`src/rtl/eam_pkg.sv`:
```
package eam_pkg;
    // Register indices; byte address is four times the index
    localparam logic [7:0] IDX_STK_LO    = 8'h81;
    localparam logic [7:0] IDX_DP_LOW    = 8'h82;
    localparam logic [7:0] IDX_DP_MID    = 8'h83;
    localparam logic [7:0] IDX_DP1_LOW   = 8'h84;
    localparam logic [7:0] IDX_DP1_MID   = 8'h85;
    localparam logic [7:0] IDX_DP_UP     = 8'h93;
    localparam logic [7:0] IDX_DP1_UP    = 8'h95;
    localparam logic [7:0] IDX_STK_HI    = 8'h9b;
    localparam logic [7:0] IDX_PAGE_EXT  = 8'h9c;
    localparam logic [7:0] IDX_AH_LATCH  = 8'ha0;
    localparam logic [7:0] IDX_MEM_MAP   = 8'hc6;
    localparam logic [7:0] IDX_IND_UP    = 8'hea;
    localparam logic [7:0] IDX_ADDR_CTL  = 8'hb8;
    // Register file slots
    localparam int         NUM_SLOTS     = 13;
    localparam logic [3:0] SLOT_NONE     = 4'hf;
    localparam logic [3:0] SLOT_STK_LO   = 4'h0;
    localparam logic [3:0] SLOT_DP_LOW   = 4'h1;
    localparam logic [3:0] SLOT_DP_MID   = 4'h2;
    localparam logic [3:0] SLOT_DP1_LOW  = 4'h3;
    localparam logic [3:0] SLOT_DP1_MID  = 4'h4;
    localparam logic [3:0] SLOT_DP_UP    = 4'h5;
    localparam logic [3:0] SLOT_DP1_UP   = 4'h6;
    localparam logic [3:0] SLOT_STK_HI   = 4'h7;
    localparam logic [3:0] SLOT_PAGE_EXT = 4'h8;
    localparam logic [3:0] SLOT_AH_LATCH = 4'h9;
    localparam logic [3:0] SLOT_MEM_MAP  = 4'ha;
    localparam logic [3:0] SLOT_IND_UP   = 4'hb;
    localparam logic [3:0] SLOT_ADDR_CTL = 4'hc;
    localparam logic [7:0] REG_RESET     = 8'h00;
    // Field positions
    localparam int         AM_LSB        = 0;
    localparam int         STX_BIT       = 2;
    localparam int         IDM_LSB       = 6;
    localparam int         CRP_BIT       = 5;
    // Address mode and SRAM map encodings
    localparam logic [1:0] AM_16         = 2'b00;
    localparam logic [1:0] AM_PAGED      = 2'b01;
    localparam logic [1:0] IDM_TOP64K    = 2'b00;
    localparam logic [1:0] IDM_BOTTOM    = 2'b01;
    localparam logic [1:0] IDM_UPPER     = 2'b10;
    localparam logic [1:0] IDM_SHARED    = 2'b11;
    // Internal memory ranges
    localparam logic [23:0] SRAM_BASE_TOP = 24'h00f000;
    localparam logic [23:0] SRAM_BASE_BOT = 24'h000000;
    localparam logic [23:0] SRAM_BASE_UP  = 24'h400000;
    localparam logic [23:0] SRAM_SIZE     = 24'h001000;
    localparam logic [23:0] CAN_BASE_LOW  = 24'h00ee00;
    localparam logic [23:0] CAN_BASE_UP   = 24'h401000;
    localparam logic [23:0] CAN_SIZE      = 24'h000200;

    typedef enum logic [2:0] {
        KIND_FETCH  = 3'h0,
        KIND_VECTOR = 3'h1,
        KIND_PTR0   = 3'h2,
        KIND_PTR1   = 3'h3,
        KIND_IND    = 3'h4,
        KIND_STACK  = 3'h5
    } eam_kind_t;

    typedef enum logic [1:0] {
        CLS_NONE    = 2'h0,
        CLS_CALLRET = 2'h1,
        CLS_INCDPTR = 2'h2,
        CLS_IRQ     = 2'h3
    } eam_class_t;

    typedef enum logic [1:0] {
        RGN_EXT     = 2'h0,
        RGN_SRAM    = 2'h1,
        RGN_CAN     = 2'h2,
        RGN_SCRATCH = 2'h3
    } eam_region_t;

    typedef struct packed {
        logic        valid;
        eam_kind_t   kind;
        logic        write;
        eam_class_t  cls;
        logic [22:0] pc;
        logic [7:0]  ireg;
        logic [7:0]  wdata;
    } eam_req_t;

    typedef struct packed {
        eam_region_t region;
        logic [23:0] addr;
        logic        extra_cycle;
        logic [7:0]  rdata;
    } eam_rsp_t;

    typedef struct packed {
        logic [3:0] addr_hi;
        logic [7:0] addr_mid;
        logic [7:0] addr_lo;
        logic [7:0] dout;
        logic       dout_oe_n;
        logic       ale;
        logic       rd_n;
        logic       wr_n;
        logic       program_store_strobe_n;
        logic [3:0] chip_select_prog_n;
        logic [3:0] periph_select_data_n;
    } eam_ext_t;

    localparam eam_ext_t EXT_IDLE = '{4'h0, 8'h00, 8'h00, 8'h00, 1'b1, 1'b0,
                                      1'b1, 1'b1, 1'b1, 4'hf, 4'hf};
endpackage

```
`src/rtl/eam_mapper.sv`:
```
`timescale 1ns/1ps
// Behaviour
// - Two-bit mode field selects three addressing modes
// - Reset enters 16-bit mode, 64kB spaces
// - Paged mode adds cycle to calls, interrupts
// - Paged mode fetches vectors from page zero
// - Contiguous mode uses full 23-bit counter
// - Contiguous pointer increment takes one extra cycle
// - Bit 22 maps SRAM above 4MB
// - First pointer moves use upper, mid, low
// - Second pointer moves use its three registers
// - Indirect moves use extension, latch, working register
// - Paged fetch upper byte from page extension
// - Extended stack uses high and low registers
// - Stack extend reserves first 1kB SRAM
// - No external strobes for internal accesses
// - Map select places data SRAM three ways
// - Select 11 shares SRAM, no stack
// - CAN RAM placement bit picks range
// - 4MB external, selects per access type
// - Port 2 pins carry address MSB
// - Stack address joins two extension bits
// - Stack extend clear after reset
module eam_mapper
    import eam_pkg::*;
(
    input  wire logic        hclk,
    input  wire logic        hresetn,
    input  wire logic        ce,
    input  wire logic        hsel,
    input  wire logic [31:0] haddr,
    input  wire logic [1:0]  htrans,
    input  wire logic        hwrite,
    input  wire logic [2:0]  hsize,
    input  wire logic [31:0] hwdata,
    input  wire logic        hready,
    output logic             hreadyout,
    output logic             hresp,
    output logic [31:0]      hrdata,
    input  wire logic        bus_mux,
    input  wire eam_req_t    req,
    output logic             req_ready,
    output logic             rsp_valid,
    output eam_rsp_t         rsp,
    input  wire logic [7:0]  ext_din,
    output eam_ext_t         ext
);
    typedef enum logic [2:0] {
        ST_IDLE   = 3'b001,
        ST_ADDR   = 3'b010,
        ST_STROBE = 3'b100
    } eam_state_t;

    logic [7:0]  sfr_reg [NUM_SLOTS];
    eam_state_t  state_reg;
    eam_state_t  state_next;
    logic        ap_valid_reg;
    logic        ap_write_reg;
    logic [3:0]  ap_slot_reg;
    eam_req_t    cur_reg;
    logic [23:0] cur_addr_reg;
    logic        take;
    logic [3:0]  rd_slot;
    logic        addr_take;
    logic [1:0]  am;
    logic        stx;
    logic [1:0]  idm;
    logic        crp;
    logic [23:0] map_addr;
    eam_region_t map_region;
    logic        map_extra;

    // Index decode: word-aligned, upper address bits zero
    function automatic logic [3:0] slot_of(input logic [31:0] a);
        logic [7:0] idx;
        idx = a[9:2];
        if (a[31:10] != 22'h000000 || a[1:0] != 2'b00) begin
            return SLOT_NONE;
        end
        unique case (idx)
            IDX_STK_LO:   return SLOT_STK_LO;
            IDX_DP_LOW:   return SLOT_DP_LOW;
            IDX_DP_MID:   return SLOT_DP_MID;
            IDX_DP1_LOW:  return SLOT_DP1_LOW;
            IDX_DP1_MID:  return SLOT_DP1_MID;
            IDX_DP_UP:    return SLOT_DP_UP;
            IDX_DP1_UP:   return SLOT_DP1_UP;
            IDX_STK_HI:   return SLOT_STK_HI;
            IDX_PAGE_EXT: return SLOT_PAGE_EXT;
            IDX_AH_LATCH: return SLOT_AH_LATCH;
            IDX_MEM_MAP:  return SLOT_MEM_MAP;
            IDX_IND_UP:   return SLOT_IND_UP;
            IDX_ADDR_CTL: return SLOT_ADDR_CTL;
            default:      return SLOT_NONE;
        endcase
    endfunction

    // Window check against a base and size
    function automatic logic in_range(input logic [23:0] a, input logic [23:0] base,
                                      input logic [23:0] size);
        return (a >= base) && (a < base + size);
    endfunction

    // Control fields
    assign am  = sfr_reg[SLOT_ADDR_CTL][AM_LSB+1:AM_LSB];
    assign stx = sfr_reg[SLOT_ADDR_CTL][STX_BIT];
    assign idm = sfr_reg[SLOT_MEM_MAP][IDM_LSB+1:IDM_LSB];
    assign crp = sfr_reg[SLOT_MEM_MAP][CRP_BIT];

    // Bus address phase accepted
    assign addr_take = hsel && hready && htrans[1];
    assign rd_slot   = slot_of(haddr);

    // Address phase capture
    always_ff @(posedge hclk or negedge hresetn) begin
        if (!hresetn) begin
            ap_valid_reg <= 1'b0;
            ap_write_reg <= 1'b0;
            ap_slot_reg  <= SLOT_NONE;
        end else if (ce && hready) begin
            ap_valid_reg <= addr_take;
            ap_write_reg <= hwrite;
            ap_slot_reg  <= rd_slot;
        end
    end

    // Register writes in the data phase; all clear after reset
    always_ff @(posedge hclk or negedge hresetn) begin
        if (!hresetn) begin
            for (int i = 0; i < NUM_SLOTS; i++) begin
                sfr_reg[i] <= REG_RESET;
            end
        end else if (ce && ap_valid_reg && ap_write_reg && ap_slot_reg != SLOT_NONE) begin
            sfr_reg[ap_slot_reg] <= hwdata[7:0];
        end
    end

    // Read data, forwarded from a write still in its data phase
    always_ff @(posedge hclk or negedge hresetn) begin
        if (!hresetn) begin
            hrdata <= 32'h00000000;
        end else if (ce && addr_take && !hwrite) begin
            if (rd_slot == SLOT_NONE) begin
                hrdata <= 32'h00000000;
            end else if (ap_valid_reg && ap_write_reg && ap_slot_reg == rd_slot) begin
                hrdata <= {24'h000000, hwdata[7:0]};
            end else begin
                hrdata <= {24'h000000, sfr_reg[rd_slot]};
            end
        end
    end

    // Zero-wait slave, always OKAY
    always_ff @(posedge hclk or negedge hresetn) begin
        if (!hresetn) begin
            hreadyout <= 1'b1;
            hresp     <= 1'b0;
        end else if (ce) begin
            hreadyout <= 1'b1;
            hresp     <= 1'b0;
        end
    end

    // Address formation per access kind and mode
    always_comb begin
        map_addr   = 24'h000000;
        map_region = RGN_EXT;
        unique case (req.kind)
            KIND_FETCH: begin
                if (am == AM_16) begin
                    map_addr = {8'h00, req.pc[15:0]};
                end else if (am == AM_PAGED) begin
                    map_addr = {sfr_reg[SLOT_PAGE_EXT], req.pc[15:0]};
                end else begin
                    map_addr = {1'b0, req.pc};
                end
            end
            KIND_VECTOR: begin
                if (am == AM_PAGED) begin
                    map_addr = {16'h0000, req.pc[7:0]};
                end else if (am == AM_16) begin
                    map_addr = {8'h00, req.pc[15:0]};
                end else begin
                    map_addr = {1'b0, req.pc};
                end
            end
            KIND_PTR0: begin
                map_addr = {(am == AM_16) ? 8'h00 : sfr_reg[SLOT_DP_UP],
                            sfr_reg[SLOT_DP_MID], sfr_reg[SLOT_DP_LOW]};
            end
            KIND_PTR1: begin
                map_addr = {(am == AM_16) ? 8'h00 : sfr_reg[SLOT_DP1_UP],
                            sfr_reg[SLOT_DP1_MID], sfr_reg[SLOT_DP1_LOW]};
            end
            KIND_IND: begin
                map_addr = {(am == AM_16) ? 8'h00 : sfr_reg[SLOT_IND_UP],
                            sfr_reg[SLOT_AH_LATCH], req.ireg};
            end
            KIND_STACK: begin
                map_addr = {16'h0000, sfr_reg[SLOT_STK_LO]};
            end
            default: begin
                map_addr = 24'h000000;
            end
        endcase
        // Internal region decode
        if (req.kind == KIND_STACK) begin
            if (stx && idm != IDM_SHARED) begin
                map_region = RGN_SRAM;
                map_addr   = 24'({14'h0000, sfr_reg[SLOT_STK_HI][1:0], sfr_reg[SLOT_STK_LO]});
                unique case (idm)
                    IDM_TOP64K: map_addr = map_addr + SRAM_BASE_TOP;
                    IDM_BOTTOM: map_addr = map_addr + SRAM_BASE_BOT;
                    default:    map_addr = map_addr + SRAM_BASE_UP;
                endcase
            end else begin
                map_region = RGN_SCRATCH;
            end
        end else if (req.kind == KIND_FETCH || req.kind == KIND_VECTOR) begin
            if (idm == IDM_SHARED && in_range(map_addr, SRAM_BASE_UP, SRAM_SIZE)) begin
                map_region = RGN_SRAM;
            end
        end else begin
            if (in_range(map_addr, crp ? CAN_BASE_UP : CAN_BASE_LOW, CAN_SIZE)) begin
                map_region = RGN_CAN;
            end else if ((idm == IDM_TOP64K && in_range(map_addr, SRAM_BASE_TOP, SRAM_SIZE)) ||
                         (idm == IDM_BOTTOM && in_range(map_addr, SRAM_BASE_BOT, SRAM_SIZE)) ||
                         (idm[1] && in_range(map_addr, SRAM_BASE_UP, SRAM_SIZE))) begin
                map_region = RGN_SRAM;
            end
        end
    end

    // Extra machine cycle requested of the sequencer
    assign map_extra = (am == AM_PAGED && (req.cls == CLS_CALLRET || req.cls == CLS_IRQ)) ||
                       (am[1] && req.cls == CLS_INCDPTR);

    assign take = ce && req.valid && req_ready && state_reg == ST_IDLE;

    // Access sequencer
    always_comb begin
        state_next = state_reg;
        unique case (state_reg)
            ST_IDLE: begin
                if (take && map_region == RGN_EXT) begin
                    state_next = ST_ADDR;
                end
            end
            ST_ADDR:   state_next = ST_STROBE;
            ST_STROBE: state_next = ST_IDLE;
        endcase
    end

    always_ff @(posedge hclk or negedge hresetn) begin
        if (!hresetn) begin
            state_reg <= ST_IDLE;
            req_ready <= 1'b1;
        end else if (ce) begin
            state_reg <= state_next;
            req_ready <= state_next == ST_IDLE;
        end
    end

    // Request capture
    always_ff @(posedge hclk or negedge hresetn) begin
        if (!hresetn) begin
            cur_reg      <= '0;
            cur_addr_reg <= 24'h000000;
        end else if (take) begin
            cur_reg      <= req;
            cur_addr_reg <= map_addr;
        end
    end

    // Answer: at once for internal hits, after the strobe for external
    always_ff @(posedge hclk or negedge hresetn) begin
        if (!hresetn) begin
            rsp_valid <= 1'b0;
            rsp       <= '0;
        end else if (ce) begin
            rsp_valid <= 1'b0;
            if (take) begin
                rsp.region      <= map_region;
                rsp.addr        <= map_addr;
                rsp.extra_cycle <= map_extra;
                rsp.rdata       <= 8'h00;
                rsp_valid       <= map_region != RGN_EXT;
            end else if (state_reg == ST_STROBE) begin
                rsp.rdata <= cur_reg.write ? 8'h00 : ext_din;
                rsp_valid <= 1'b1;
            end
        end
    end

    // External bus pins; idle unless an external access runs
    always_ff @(posedge hclk or negedge hresetn) begin
        if (!hresetn) begin
            ext <= EXT_IDLE;
        end else if (ce) begin
            ext <= EXT_IDLE;
            if (take && map_region == RGN_EXT) begin
                ext.addr_hi  <= map_addr[19:16];
                ext.addr_mid <= map_addr[15:8];
                ext.addr_lo  <= map_addr[7:0];
                ext.ale      <= 1'b1;
                if (bus_mux) begin
                    ext.dout      <= map_addr[7:0];
                    ext.dout_oe_n <= 1'b0;
                end
                if (req.kind == KIND_FETCH || req.kind == KIND_VECTOR) begin
                    ext.chip_select_prog_n[map_addr[21:20]] <= 1'b0;
                end else begin
                    ext.periph_select_data_n[map_addr[21:20]] <= 1'b0;
                end
            end else if (state_reg == ST_ADDR) begin
                ext.addr_hi              <= cur_addr_reg[19:16];
                ext.addr_mid             <= cur_addr_reg[15:8];
                ext.addr_lo              <= cur_addr_reg[7:0];
                ext.chip_select_prog_n   <= ext.chip_select_prog_n;
                ext.periph_select_data_n <= ext.periph_select_data_n;
                if (cur_reg.kind == KIND_FETCH || cur_reg.kind == KIND_VECTOR) begin
                    ext.program_store_strobe_n <= 1'b0;
                end else if (cur_reg.write) begin
                    ext.wr_n      <= 1'b0;
                    ext.dout      <= cur_reg.wdata;
                    ext.dout_oe_n <= 1'b0;
                end else begin
                    ext.rd_n <= 1'b0;
                end
            end
        end
    end
endmodule

```
`config.mk`:
```
export PLATFORM = sky130hd
export DESIGN_NAME = eam_mapper
export DESIGN_NICKNAME = d
export VERILOG_FILES = /design/src/rtl/eam_pkg.sv /design/src/rtl/eam_mapper.sv
export SDC_FILE = /design/constraint.sdc
export NUM_CORES = 1
export LEC_CHECK = 0
export ABC_CLOCK_PERIOD_IN_PS = 3300
export BUFFER_PORTS_ARGS = -buffer_cell sky130_fd_sc_hd__buf_2
export CAP_MARGIN = 5
export CORE_UTILIZATION = 40
export CTS_BUF_LIST = sky130_fd_sc_hd__clkbuf_8
export DETAILED_ROUTE_END_ITERATION = 10
export GPL_TIMING_DRIVEN = 0
export PLACE_DENSITY = 0.64
export SYNTH_ARGS = -nofsm -noshare
export SYNTH_HDL_FRONTEND = slang
export SYNTH_SLANG_ARGS = --single-unit
```
`constraint.sdc`:
```
create_clock -name hclk -period 3.3 [get_ports hclk]
set_clock_uncertainty 0.1 [all_clocks]
set_input_delay 0 -clock hclk [delete_from_list [all_inputs] [get_ports hclk]]
set_output_delay 0 -clock hclk [all_outputs]
set_load 0.05 [all_outputs]
```
Word-level counts from Yosys, hierarchy flattened:

Index checks and enable logic that the tools add are counted.

* bits in registers: 255
* logic and storage cells: 193

* $lt $le $gt $ge: 13
* reductions and logical operators: 47
* equal/unequal tests: 34
* add/sub/neg operators: 3
* mux-type cells: 54
* bitwise logic cells: 3

Operators with widths (number)
* $pmux W24 S6: 1
* $bwmux W104: 1
* $eq A8 B8 Y1 const B: 13
* $mux W24: 4
* $mux W8: 12
* $mux W23: 3
* $mux W29: 2
* $pmux W4 S13: 1
* $pmux W24 S2: 1
* $bmux W8 S4: 1
* $demux W8 S4: 1
* $logic_and A1 B1 Y1: 27
* $mux W9: 3
* $add A10 B23 Y24 const B: 1
* $add A23 B10 Y24 const B: 1
* $ge A24 B1 Y1 const B: 1
* $ge A24 B16 Y1 const B: 1
* $ge A24 B23 Y1: 1
* $ge A24 B23 Y1 const B: 1
* $lt A24 B13 Y1 const B: 1
* $lt A24 B17 Y1 const B: 1
* $lt A24 B23 Y1 const B: 1
* $lt A24 B24 Y1: 1
* $reduce_bool A22 Y1: 1
* other kinds (29): 73

Longest topological paths before layout:

Gate-level depths: netlist (run 1).

* depth in word-level cells: 18
* gate-level depth with buffers: 19
* mapped depth without buffers: 13

Least setup slack after synthesis (run 1):

No wires, ideal clock.

* path type: register to register
* start point: register sfr_reg, in the netlist am[0]
* end point: register ext[19] (netlist bit)
* required time: 3.059 ns
* library setup time: 0.141 ns
* clock period less this slack: 3.264 ns
* slack: 0.036 ns
* stages on the path, launching flop included: 15
* arrival: 3.023 ns
* cell sequence: dfrtp_1 clkbuf_1 a31oi_4 a221o_1 ha_1 and3_1 nand2_1 nor2_1 nand4_1 o31a_1 o211a_1 buf_4 buf_4 o2111ai_1 a31oi_1

* word-level cells in the longest chain between the ends: 16
* elaborated cells on any way between the ends: 39
* classes of those cells: order compare: 8; eq/ne: 1; mux: 17; reduce/logical: 13

Ends and longest elaborated chain
* from (decl): RTL line eam_mapper.sv:54 `logic [7:0] sfr_reg [NUM_SLOTS];`
* from (signal, indexed assignment): RTL line eam_mapper.sv:134 `sfr_reg[ap_slot_reg] <= hwdata[7:0];`
* $eq A2 B1 Y1 or $logic_not A2 Y1 (tied branches)
* $mux W24 or $mux W23 (tied branches): RTL line eam_mapper.sv:172, eam_mapper.sv:181
* $mux W24 or $mux W23 (tied branches): RTL line eam_mapper.sv:170, eam_mapper.sv:179
* $pmux W24 S6 *: RTL line eam_mapper.sv:168 `unique case (req.kind)`
* $ge A24 B16 Y1, or another cell as far along: RTL line eam_mapper.sv:101 `return (a >= base) && (a < base + size);`
* $logic_and A1 B1 Y1: RTL line eam_mapper.sv:101
* $logic_and A1 B1 Y1, on equally long branches: RTL line eam_mapper.sv:226, eam_mapper.sv:227
* $logic_or A1 B1 Y1: RTL line eam_mapper.sv:226 `end else if ((idm == IDM_TOP64K && in_range(map_addr, SRAM_BASE_TOP, SRAM_SIZE)) ||`
* $logic_or A1 B1 Y1: RTL line eam_mapper.sv:227 `(idm == IDM_BOTTOM && in_range(map_addr, SRAM_BASE_BOT, SRAM_SIZE)) ||`
* $mux W1: RTL line eam_mapper.sv:226
* $mux W2: RTL line eam_mapper.sv:224 `if (in_range(map_addr, crp ? CAN_BASE_UP : CAN_BASE_LOW, CAN_SIZE)) begin`
* $mux W2: RTL line eam_mapper.sv:219 `end else if (req.kind == KIND_FETCH || req.kind == KIND_VECTOR) begin`
* $mux W2: RTL line eam_mapper.sv:207 `if (req.kind == KIND_STACK) begin`
* $logic_not A2 Y1: RTL line eam_mapper.sv:301 `if (take && map_region == RGN_EXT) begin`
* $logic_and A1 B1 Y1: RTL line eam_mapper.sv:301
* $mux W29 *: RTL line eam_mapper.sv:301
* to (decl): RTL line eam_mapper.sv:46 `output eam_ext_t ext`

Every way passes the cells marked *; elsewhere a longest branch is shown, timed or not.
A chain may end at the register's enable or synchronous reset.

Worst setup path in the final report (run 1):

* start point: register sfr_reg, in the netlist am[1]
* end point: register ext[14] (netlist bit)

Same word-level chain as after synthesis.

==> metrics.md, run 1 <==
| Metric | Value |
|---|---|
| Post-synthesis instance area | `12530 um^2` |
| Endpoint kind of the worst setup timing path | `register` |
| Internal power | `5.855 mW` |
| Routed wire per std cell | `21.89 um` |
| Asr flop ratio synth | `1.000` |
| Max Cap Violations | `0` |
| Largest fanout on the critical path | `6` |
| Critical path required time | `3.67 ns` |
| Count of input and output buffers | `184` |
| Most common cell after layout, fill and taps aside | `sky130_fd_sc_hd__dfrtp_1` |
| Worst Path Arrival | `3.65 ns` |
| Final Total Pwr | `9.123 mW` |
| Wire length of the first global-routing pass | `65090 um` |
| Leading cell types in the layout, fill and taps excluded | `211 x sky130_fd_sc_hd__dfrtp_1, 196 x sky130_fd_sc_hd__buf_2, 173 x sky130_fd_sc_hd__nand2_1` |
| 1st-pass router iterations | `5` |
| Distinct cells, synth | `93` |
| TritonCTS Sinks | `230` |
| Startpoint type of the worst setup path | `register` |
| Reg power frac | `0.407` |
| RSZ-0062 raised after global routing | `true` |
| Clock transition at the registers of the reported paths | `0.06 ns` |
| Number of cell instances on the worst register-to-register path | `15` |
| Maximum clock insertion buffer count | `3` |
| Initial Util | `0.4086` |
| Post-Route WL | `43860 um` |
| Combined flip-flop and latch cell area | `5779 um^2` |
| Total CTS buffers | `41` |
| Largest net degree at the start of global routing | `117` |
| Finished layout cell area | `15990 um^2` |
| CORE AREA | `30670 um^2` |
| Number of antenna violations at the first check in global routing | `0` |
| Switching share of power | `0.3582` |
| Routed vias | `11600` |
| Count of flip-flops with a built-in enable after synthesis | `0` |
| Ratio of total power to cell area | `570.7 nW/um^2` |
| Period Utilization, post-route | `0.9922` |
| Least-Margin Pin Slew | `1.219 ns` |
| Kind of path behind the tightest hold check | `in -> async` |
| Via count of the first global-routing pass | `11080` |
| Slack of the worst reg-to-reg path | `0.03 ns` |
| Weighted congestion at the end of routability-driven global placement | `0.9386` |
| Achievable frequency | `305.4 MHz` |
| Post-synthesis sequential element count | `230` |
| DIE HEIGHT | `179.0 um` |
| Leakage power total | `7.612 nW` |
| Row count | `64` |
| Total Negative Setup Slacks | `0 ns` |
| Largest register FFs | `99` |
| Peak supply drop | `0.0002995 V` |
| End of the worst register-to-register path | `ext[14]` |
| Net count, final | `1714` |
| Critical path type | `reg -> reg` |
| Number of design-rule violations left by the first detailed-router iteration | `853` |
| I/O pin count | `242` |
| Final Hold Viols | `5` |
| Part of the power in combinational logic | `0.268` |
| Remaining max-slew budget at the tightest pin | `0.1843` |
| Time the final worst path needs with I/O delays and setup | `3.274 ns` |
| Clock tree root buffer cell | `sky130_fd_sc_hd__clkbuf_8` |
| Sequential fraction of the synthesis area | `0.4611` |
| Area growth from synthesis to layout | `27.57%` |
| Post-route DRC | `0` |
| Maximum level of the CTS H-tree | `2` |
| Total global-route track usage | `0.2725` |
| Violated checks | `negative hold slack` |
| Total of fill cells in the finished design | `2839` |
| Floorplan die area | `32040 um^2` |
| Final core utilization | `0.5212` |
| Ratio of cells with drive above 1 in the final layout | `0.3279` |
| Remaining number of nets flagged by the antenna check after routing | `0` |
| Proportion of power drawn by the clock network | `0.326` |
| Total net switching power | `3.268 mW` |
| Number of vias per cell after detailed routing | `5.787` |
| Chip width | `179.0 um` |
| Total area of multi-input combinational cells | `6367 um^2` |
| CP Launch Point | `am[1]` |
| Residual overflow from global routing | `0` |
| Post-Syn Instances | `1244` |
| Post-detailed-placement half-perimeter wirelength | `31800 um` |
| Yosys warning total | `0` |
| Outcome | `finished, violations left` |
| Critical R2R Launch | `am[1]` |
| Placed Instance Area | `14070 um^2` |
| Avg Synthesized Cell Area | `10.07 um^2` |
| CTS tree | `done` |
| Final count of negative-setup-slack endpoints | `0` |
| Max-slew violations | `0` |
| Worst hold-check slack | `-0.01852 ns` |
| Dominant synthesized flop cell | `sky130_fd_sc_hd__dfrtp_1` |
| Clk_lat worst skew | `0.57 ns` |
## power groups by stage
stage / logic, mW / clock network, mW / registers [mW]
after CTS: 2.40 / 3.02 / 3.69
after global routing: 2.63 / 3.15 / 3.76
final: 2.44 / 2.97 / 3.71
after floorplan: 0.957 / 0 / 4.37
after global placement: 2.28 / 0 / 3.72
after detailed placement: 2.33 / 0 / 3.74
## cell families (layout without fill, tap and decap cells)
kind of cell / count (synthesis) / count (layout) / synth area share
other: 2 / 27 / 0.0005993
buffers and inverters: 133 / 472 / 0.05542
flip-flops: 230 / 230 / 0.4611
AO/OA/AOI/OAI: 323 / 323 / 0.1900
adder cells (fa/ha/maj): 10 / 10 / 0.009786
multiplexers: 132 / 132 / 0.1183
XOR/XNOR: 5 / 5 / 0.003495
AND/OR/NAND/NOR: 409 / 409 / 0.1613
## cell type report
cell class	instances	area share
multi-input cells	905	0.3983
plain buffers	109	0.03890
inverters	23	0.005557
diodes	1	0.0001565
repair buffers	265	0.1065
flip-flops and latches	230	0.3615
clock inverters	20	0.01064
well taps	396	0.03100
clock buffers	55	0.04735
## metrics by stage
stage | worst slack [ns] | std cells | hold slack, ns
3_5_place_dp | -0.7441 | 1849 | 0.03485
4_1_cts | 0.0004345 | 1992 | 0.03983
6_report | 0.02564 | 2004 | -0.01852
2_1_floorplan | 0.03559 | 1268 | -0.3956
3_3_place_gp | -1.941 | 1848 | 0.09657
5_1_grt | -0.1720 | 2003 | 0.06486
## per-layer routing
metal | track usage | wire length, um | vias up
met3 | 0.04050 | 3060 | 124
met1 | 0.3612 | 18430 | 5741
met5 | 0 | 0 | -
met2 | 0.4332 | 20190 | 544
li1 | - | - | 5189
met4 | 0.1356 | 2186 | 0
## how the worst max path moves through the flow
stage	endpoint	slack, ns	depth (start not counted)
floorplan	ext[19]	0.04	14
global placement	sfr_reg[98]	-1.94	1
detailed placement	ext[29]	-0.74	16
CTS	ext[26]	0.0004	14
global route	ext[26]	-0.17	14
finish	ext[14]	0.03	15
## timing repair
| item | 4_1_cts | 5_1_grt |
|---|---|---|
| hold endpoints to repair | 210 | 0 |
| hold buffers | 50 | 0 |
| setup endpoints to repair | 33 | 38 |
| pin swaps | 21 | 30 |
| resized for setup | 22 | 27 |
| setup buffers | 17 | 10 |
| cloned | 2 | 1 |
## synth_stat cells (8+ instances only)
master	instances	area share
sky130_fd_sc_hd__a22o_1	18	0.013
sky130_fd_sc_hd__a31oi_1	33	0.016
sky130_fd_sc_hd__buf_2	12	0.0048
sky130_fd_sc_hd__a21o_1	30	0.018
sky130_fd_sc_hd__inv_1	22	0.0066
sky130_fd_sc_hd__o2111ai_1	11	0.0077
sky130_fd_sc_hd__nand2_1	175	0.052
sky130_fd_sc_hd__a32oi_1	10	0.0070
sky130_fd_sc_hd__dfstp_2	18	0.038
sky130_fd_sc_hd__a221o_1	10	0.0080
sky130_fd_sc_hd__mux2i_1	12	0.0096
sky130_fd_sc_hd__nand3b_1	17	0.010
sky130_fd_sc_hd__nor2_1	89	0.027
sky130_fd_sc_hd__nand2b_1	10	0.0050
sky130_fd_sc_hd__o21ai_0	50	0.020
sky130_fd_sc_hd__clkbuf_1	55	0.016
sky130_fd_sc_hd__nand3_1	21	0.0084
sky130_fd_sc_hd__a221oi_1	12	0.0084
sky130_fd_sc_hd__and3_1	9	0.0045
sky130_fd_sc_hd__nor2b_1	13	0.0065
sky130_fd_sc_hd__a211oi_1	8	0.0048
sky130_fd_sc_hd__a22oi_1	13	0.0078
sky130_fd_sc_hd__buf_4	30	0.018
sky130_fd_sc_hd__nor3_1	8	0.0032
sky130_fd_sc_hd__buf_6	9	0.0081
sky130_fd_sc_hd__a21oi_1	44	0.018
sky130_fd_sc_hd__dfrtp_1	212	0.42
sky130_fd_sc_hd__ha_1	9	0.0090
sky130_fd_sc_hd__o211ai_1	15	0.0090
sky130_fd_sc_hd__mux2_2	119	0.11
## worst max-delay path: stages (launching register included)
cell,delay [ns]
sky130_fd_sc_hd__dfrtp_2,0.44
sky130_fd_sc_hd__inv_4,0.08
sky130_fd_sc_hd__a31oi_4,0.14
sky130_fd_sc_hd__a221o_1,0.41
sky130_fd_sc_hd__ha_4,0.30
sky130_fd_sc_hd__and3_4,0.20
sky130_fd_sc_hd__nand2_4,0.05
sky130_fd_sc_hd__nor2_2,0.07
sky130_fd_sc_hd__nand4_1,0.12
sky130_fd_sc_hd__buf_4,0.20
sky130_fd_sc_hd__o31ai_4,0.27
sky130_fd_sc_hd__a31o_1,0.20
sky130_fd_sc_hd__buf_6,0.15
sky130_fd_sc_hd__buf_12,0.13
sky130_fd_sc_hd__o2111ai_1,0.13
sky130_fd_sc_hd__a31oi_1,0.21
Note: power is estimated with default switching activity, not from simulation.
==> inputs of run 2 (changes only) <==
--- a/config.mk
+++ b/config.mk
@@ -8,11 +8,11 @@
 export ABC_CLOCK_PERIOD_IN_PS = 3300
 export BUFFER_PORTS_ARGS = -buffer_cell sky130_fd_sc_hd__buf_2
 export CAP_MARGIN = 5
-export CORE_UTILIZATION = 40
+export CORE_UTILIZATION = 52
 export CTS_BUF_LIST = sky130_fd_sc_hd__clkbuf_8
 export DETAILED_ROUTE_END_ITERATION = 10
 export GPL_TIMING_DRIVEN = 0
-export PLACE_DENSITY = 0.64
+export PLACE_DENSITY = 0.8
 export SYNTH_ARGS = -nofsm -noshare
 export SYNTH_HDL_FRONTEND = slang
 export SYNTH_SLANG_ARGS = --single-unit
==> metrics.md, run 2 (synthesis gave the netlist of run 1 again) <==
| Metric | Value |
|---|---|
| Most common cell after layout, fill and taps aside | `sky130_fd_sc_hd__dfrtp_1` |
| Violated checks | `negative setup slack` |
| 1st-pass router iterations | `6 (+1)` |
| Time the final worst path needs with I/O delays and setup | `3.465 ns (+0.1907 ns)` |
| Achievable frequency | `288.6 MHz (-5.5%)` |
| Period Utilization, post-route | `1.050 (+0.05780)` |
| Worst Path Arrival | `3.77 ns (+0.12 ns)` |
| Routed wire per std cell | `22.59 um (+3.2%)` |
| Remaining number of nets flagged by the antenna check after routing | `0 (unchanged)` |
| Max Cap Violations | `0 (unchanged)` |
| Total CTS buffers | `41 (unchanged)` |
| Remaining max-slew budget at the tightest pin | `0.2835 (+0.09913)` |
| Leakage power total | `7.639 nW (+0.36%)` |
| Clock tree root buffer cell | `sky130_fd_sc_hd__clkbuf_8` |
| Number of antenna violations at the first check in global routing | `0 (unchanged)` |
| Switching share of power | `0.3684 (+0.01024)` |
| Post-Route WL | `43640 um (-0.51%)` |
| RSZ-0062 raised after global routing | `true` |
| Outcome | `finished, violations left` |
| Peak supply drop | `0.0003876 V (+29%)` |
| CORE AREA | `23540 um^2 (-23%)` |
| Final count of negative-setup-slack endpoints | `22 (+22)` |
| Initial Util | `0.5323 (+0.1237)` |
| Reg power frac | `0.414 (+0.007)` |
| Max-slew violations | `0 (unchanged)` |
| Via count of the first global-routing pass | `11340 (+2.3%)` |
| Proportion of power drawn by the clock network | `0.307 (-0.019)` |
| Total Negative Setup Slacks | `-1.255 ns (-1.255 ns)` |
| Ant. Diodes | `0 (-1)` |
| Top Layer Used | `met4` |
| Part of the power in combinational logic | `0.278 (+0.010)` |
| Number of vias per cell after detailed routing | `6.220 (+7.5%)` |
| CTS tree | `done` |
| Largest net degree at the start of global routing | `106 (-9.4%)` |
| Routed vias | `12020 (+3.6%)` |
| Internal power | `5.652 mW (-3.5%)` |
| TritonCTS Sinks | `230 (unchanged)` |
| Row count | `56 (-13%)` |
| Critical path type | `reg -> reg` |
| Clk_lat worst skew | `0.56 ns (about the same)` |
| Kind of path behind the tightest hold check | `in -> reg` |
| I/O pin count | `242 (unchanged)` |
| Startpoint type of the worst setup path | `register` |
| Post-route DRC | `0 (unchanged)` |
| Total global-route track usage | `0.3500 (+0.07749)` |
| Post-detailed-placement half-perimeter wirelength | `30860 um (-3.0%)` |
| Least-Margin Pin Slew | `1.073 ns (-0.1465 ns)` |
| Endpoint kind of the worst setup timing path | `register` |
| Final Worst Setup Slack | `-0.1651 ns (-0.1907 ns)` |
| Final Total Pwr | `8.949 mW (-1.9%)` |
| Maximum level of the CTS H-tree | `2 (unchanged)` |
| Weighted congestion at the end of routability-driven global placement | `1.000 (+6.6%)` |
| Chip width | `157.2 um (-12%)` |
| Met3 routed WL | `3899 um (+27%)` |
| Maximum clock insertion buffer count | `3 (unchanged)` |
| Critical path required time | `3.61 ns (-0.06 ns)` |
| Largest fanout on the critical path | `7 (+1)` |
| Residual overflow from global routing | `0 (unchanged)` |
| Area growth from synthesis to layout | `27.23%` |
| Floorplan die area | `24720 um^2 (-23%)` |
| Count of input and output buffers | `184 (unchanged)` |
| Wire length of the first global-routing pass | `64600 um (-0.74%)` |
| Total net switching power | `3.297 mW (+0.90%)` |
| DIE HEIGHT | `157.2 um (-12%)` |
| Final Hold Viols | `0 (-5)` |
| Clock transition at the registers of the reported paths | `0.06 ns (about the same)` |
| Largest register FFs | `99 (unchanged)` |
| Ratio of total power to cell area | `561.3 nW/um^2 (-1.6%)` |
| Final core utilization | `0.6772 (+0.1560)` |
| Leading cell types in the layout, fill and taps excluded | `212 x sky130_fd_sc_hd__dfrtp_1, 194 x sky130_fd_sc_hd__buf_2, 173 x sky130_fd_sc_hd__nand2_1` |
| Ratio of cells with drive above 1 in the final layout | `0.3292 (+0.001260)` |
| Net count, final | `1720 (+0.35%)` |
| Total of fill cells in the finished design | `1836 (-35%)` |
| Detailed-route wire length on metal 1 | `16670 um (-9.6%)` |
| Met2 layer wire length in the routed design | `20540 um (+1.7%)` |
| Number of design-rule violations left by the first detailed-router iteration | `1139 (+34%)` |
run 2: layer usage:
layer | track usage | vias up
met5 | 0 | -
met4 | 0.1988 | 0
met3 | 0.06085 | 174
met2 | 0.5742 | 788
met1 | 0.4368 | 5846
li1 | - | 5209
run 2: repair_timing:
action / in CTS / in global routing
buffers inserted: 15 / 16
cloned: 2 / 2
pin swaps: 23 / 26
gates resized for setup: 26 / 35
endpoints found under the setup margin: 33 / 41
hold endpoints to repair: 244 / 0
hold buffers: 50 / 0
run 2: layout make-up:
cell class / count / area [um^2] / share of cell area
buffer: 110 / 638.1 / 0.04003
clock buffer: 49 / 674.4 / 0.04230
clock inverter: 26 / 167.7 / 0.01052
inverter: 23 / 91.34 / 0.005729
multi-input combinational: 905 / 6404 / 0.4017
sequential: 230 / 5778 / 0.3624
tap: 319 / 399.1 / 0.02504
timing repair buffer: 270 / 1790 / 0.1123
run 2: final timing paths:
check	start	cells after the start	end	slack, ns
max	am[0]	15	ext[28]	-0.17
min	req[18]	5	cur_addr_reg[2]	0.02
max reg2reg	am[0]	15	ext[28]	-0.17
min reg2reg	rsp[17]	2	rsp[17]	0.37
max in group asynchronous	hresetn	5	sfr_reg[86]	1.73
min in group asynchronous	hresetn	3	ext[9]	0.47
run 2: worst max-delay path: stages, from the launching register on:
cell	delay, ns
sky130_fd_sc_hd__dfrtp_1	0.41
sky130_fd_sc_hd__buf_8	0.15
sky130_fd_sc_hd__a31oi_4	0.26
sky130_fd_sc_hd__a221o_1	0.29
sky130_fd_sc_hd__ha_4	0.23
sky130_fd_sc_hd__buf_6	0.11
sky130_fd_sc_hd__a21o_1	0.18
sky130_fd_sc_hd__a21oi_2	0.14
sky130_fd_sc_hd__nor2_1	0.06
sky130_fd_sc_hd__nor3_2	0.28
sky130_fd_sc_hd__o31ai_4	0.14
sky130_fd_sc_hd__a31o_1	0.28
sky130_fd_sc_hd__buf_6	0.16
sky130_fd_sc_hd__clkbuf_16	0.16
sky130_fd_sc_hd__o211ai_1	0.22
sky130_fd_sc_hd__a31oi_1	0.13
run 2: power groups by stage:
| stage | sequential [mW] | clock [mW] | combinational, mW |
|---|---|---|---|
| after floorplan | 4.37 | 0 | 0.957 |
| after global placement | 3.70 | 0 | 2.27 |
| after detailed placement | 3.73 | 0 | 2.32 |
| after CTS | 3.68 | 2.74 | 2.40 |
| after global routing | 3.75 | 2.87 | 2.66 |
| final | 3.71 | 2.75 | 2.49 |
run 2: stage by stage:
| step | area, um^2 | cells | hold slack [ns] | setup slack, ns |
|---|---|---|---|---|
| after global placement | 13940 | 1771 | 0.09216 | -1.770 |
| after floorplan | 12620 | 1268 | -0.3956 | 0.03559 |
| after CTS | 15610 | 1915 | 0.007583 | -0.08490 |
| after detailed placement | 14010 | 1773 | -0.1644 | -0.8195 |
| after global routing | 15940 | 1932 | 0.07534 | -0.2159 |
| final | 15940 | 1932 | 0.01984 | -0.1651 |
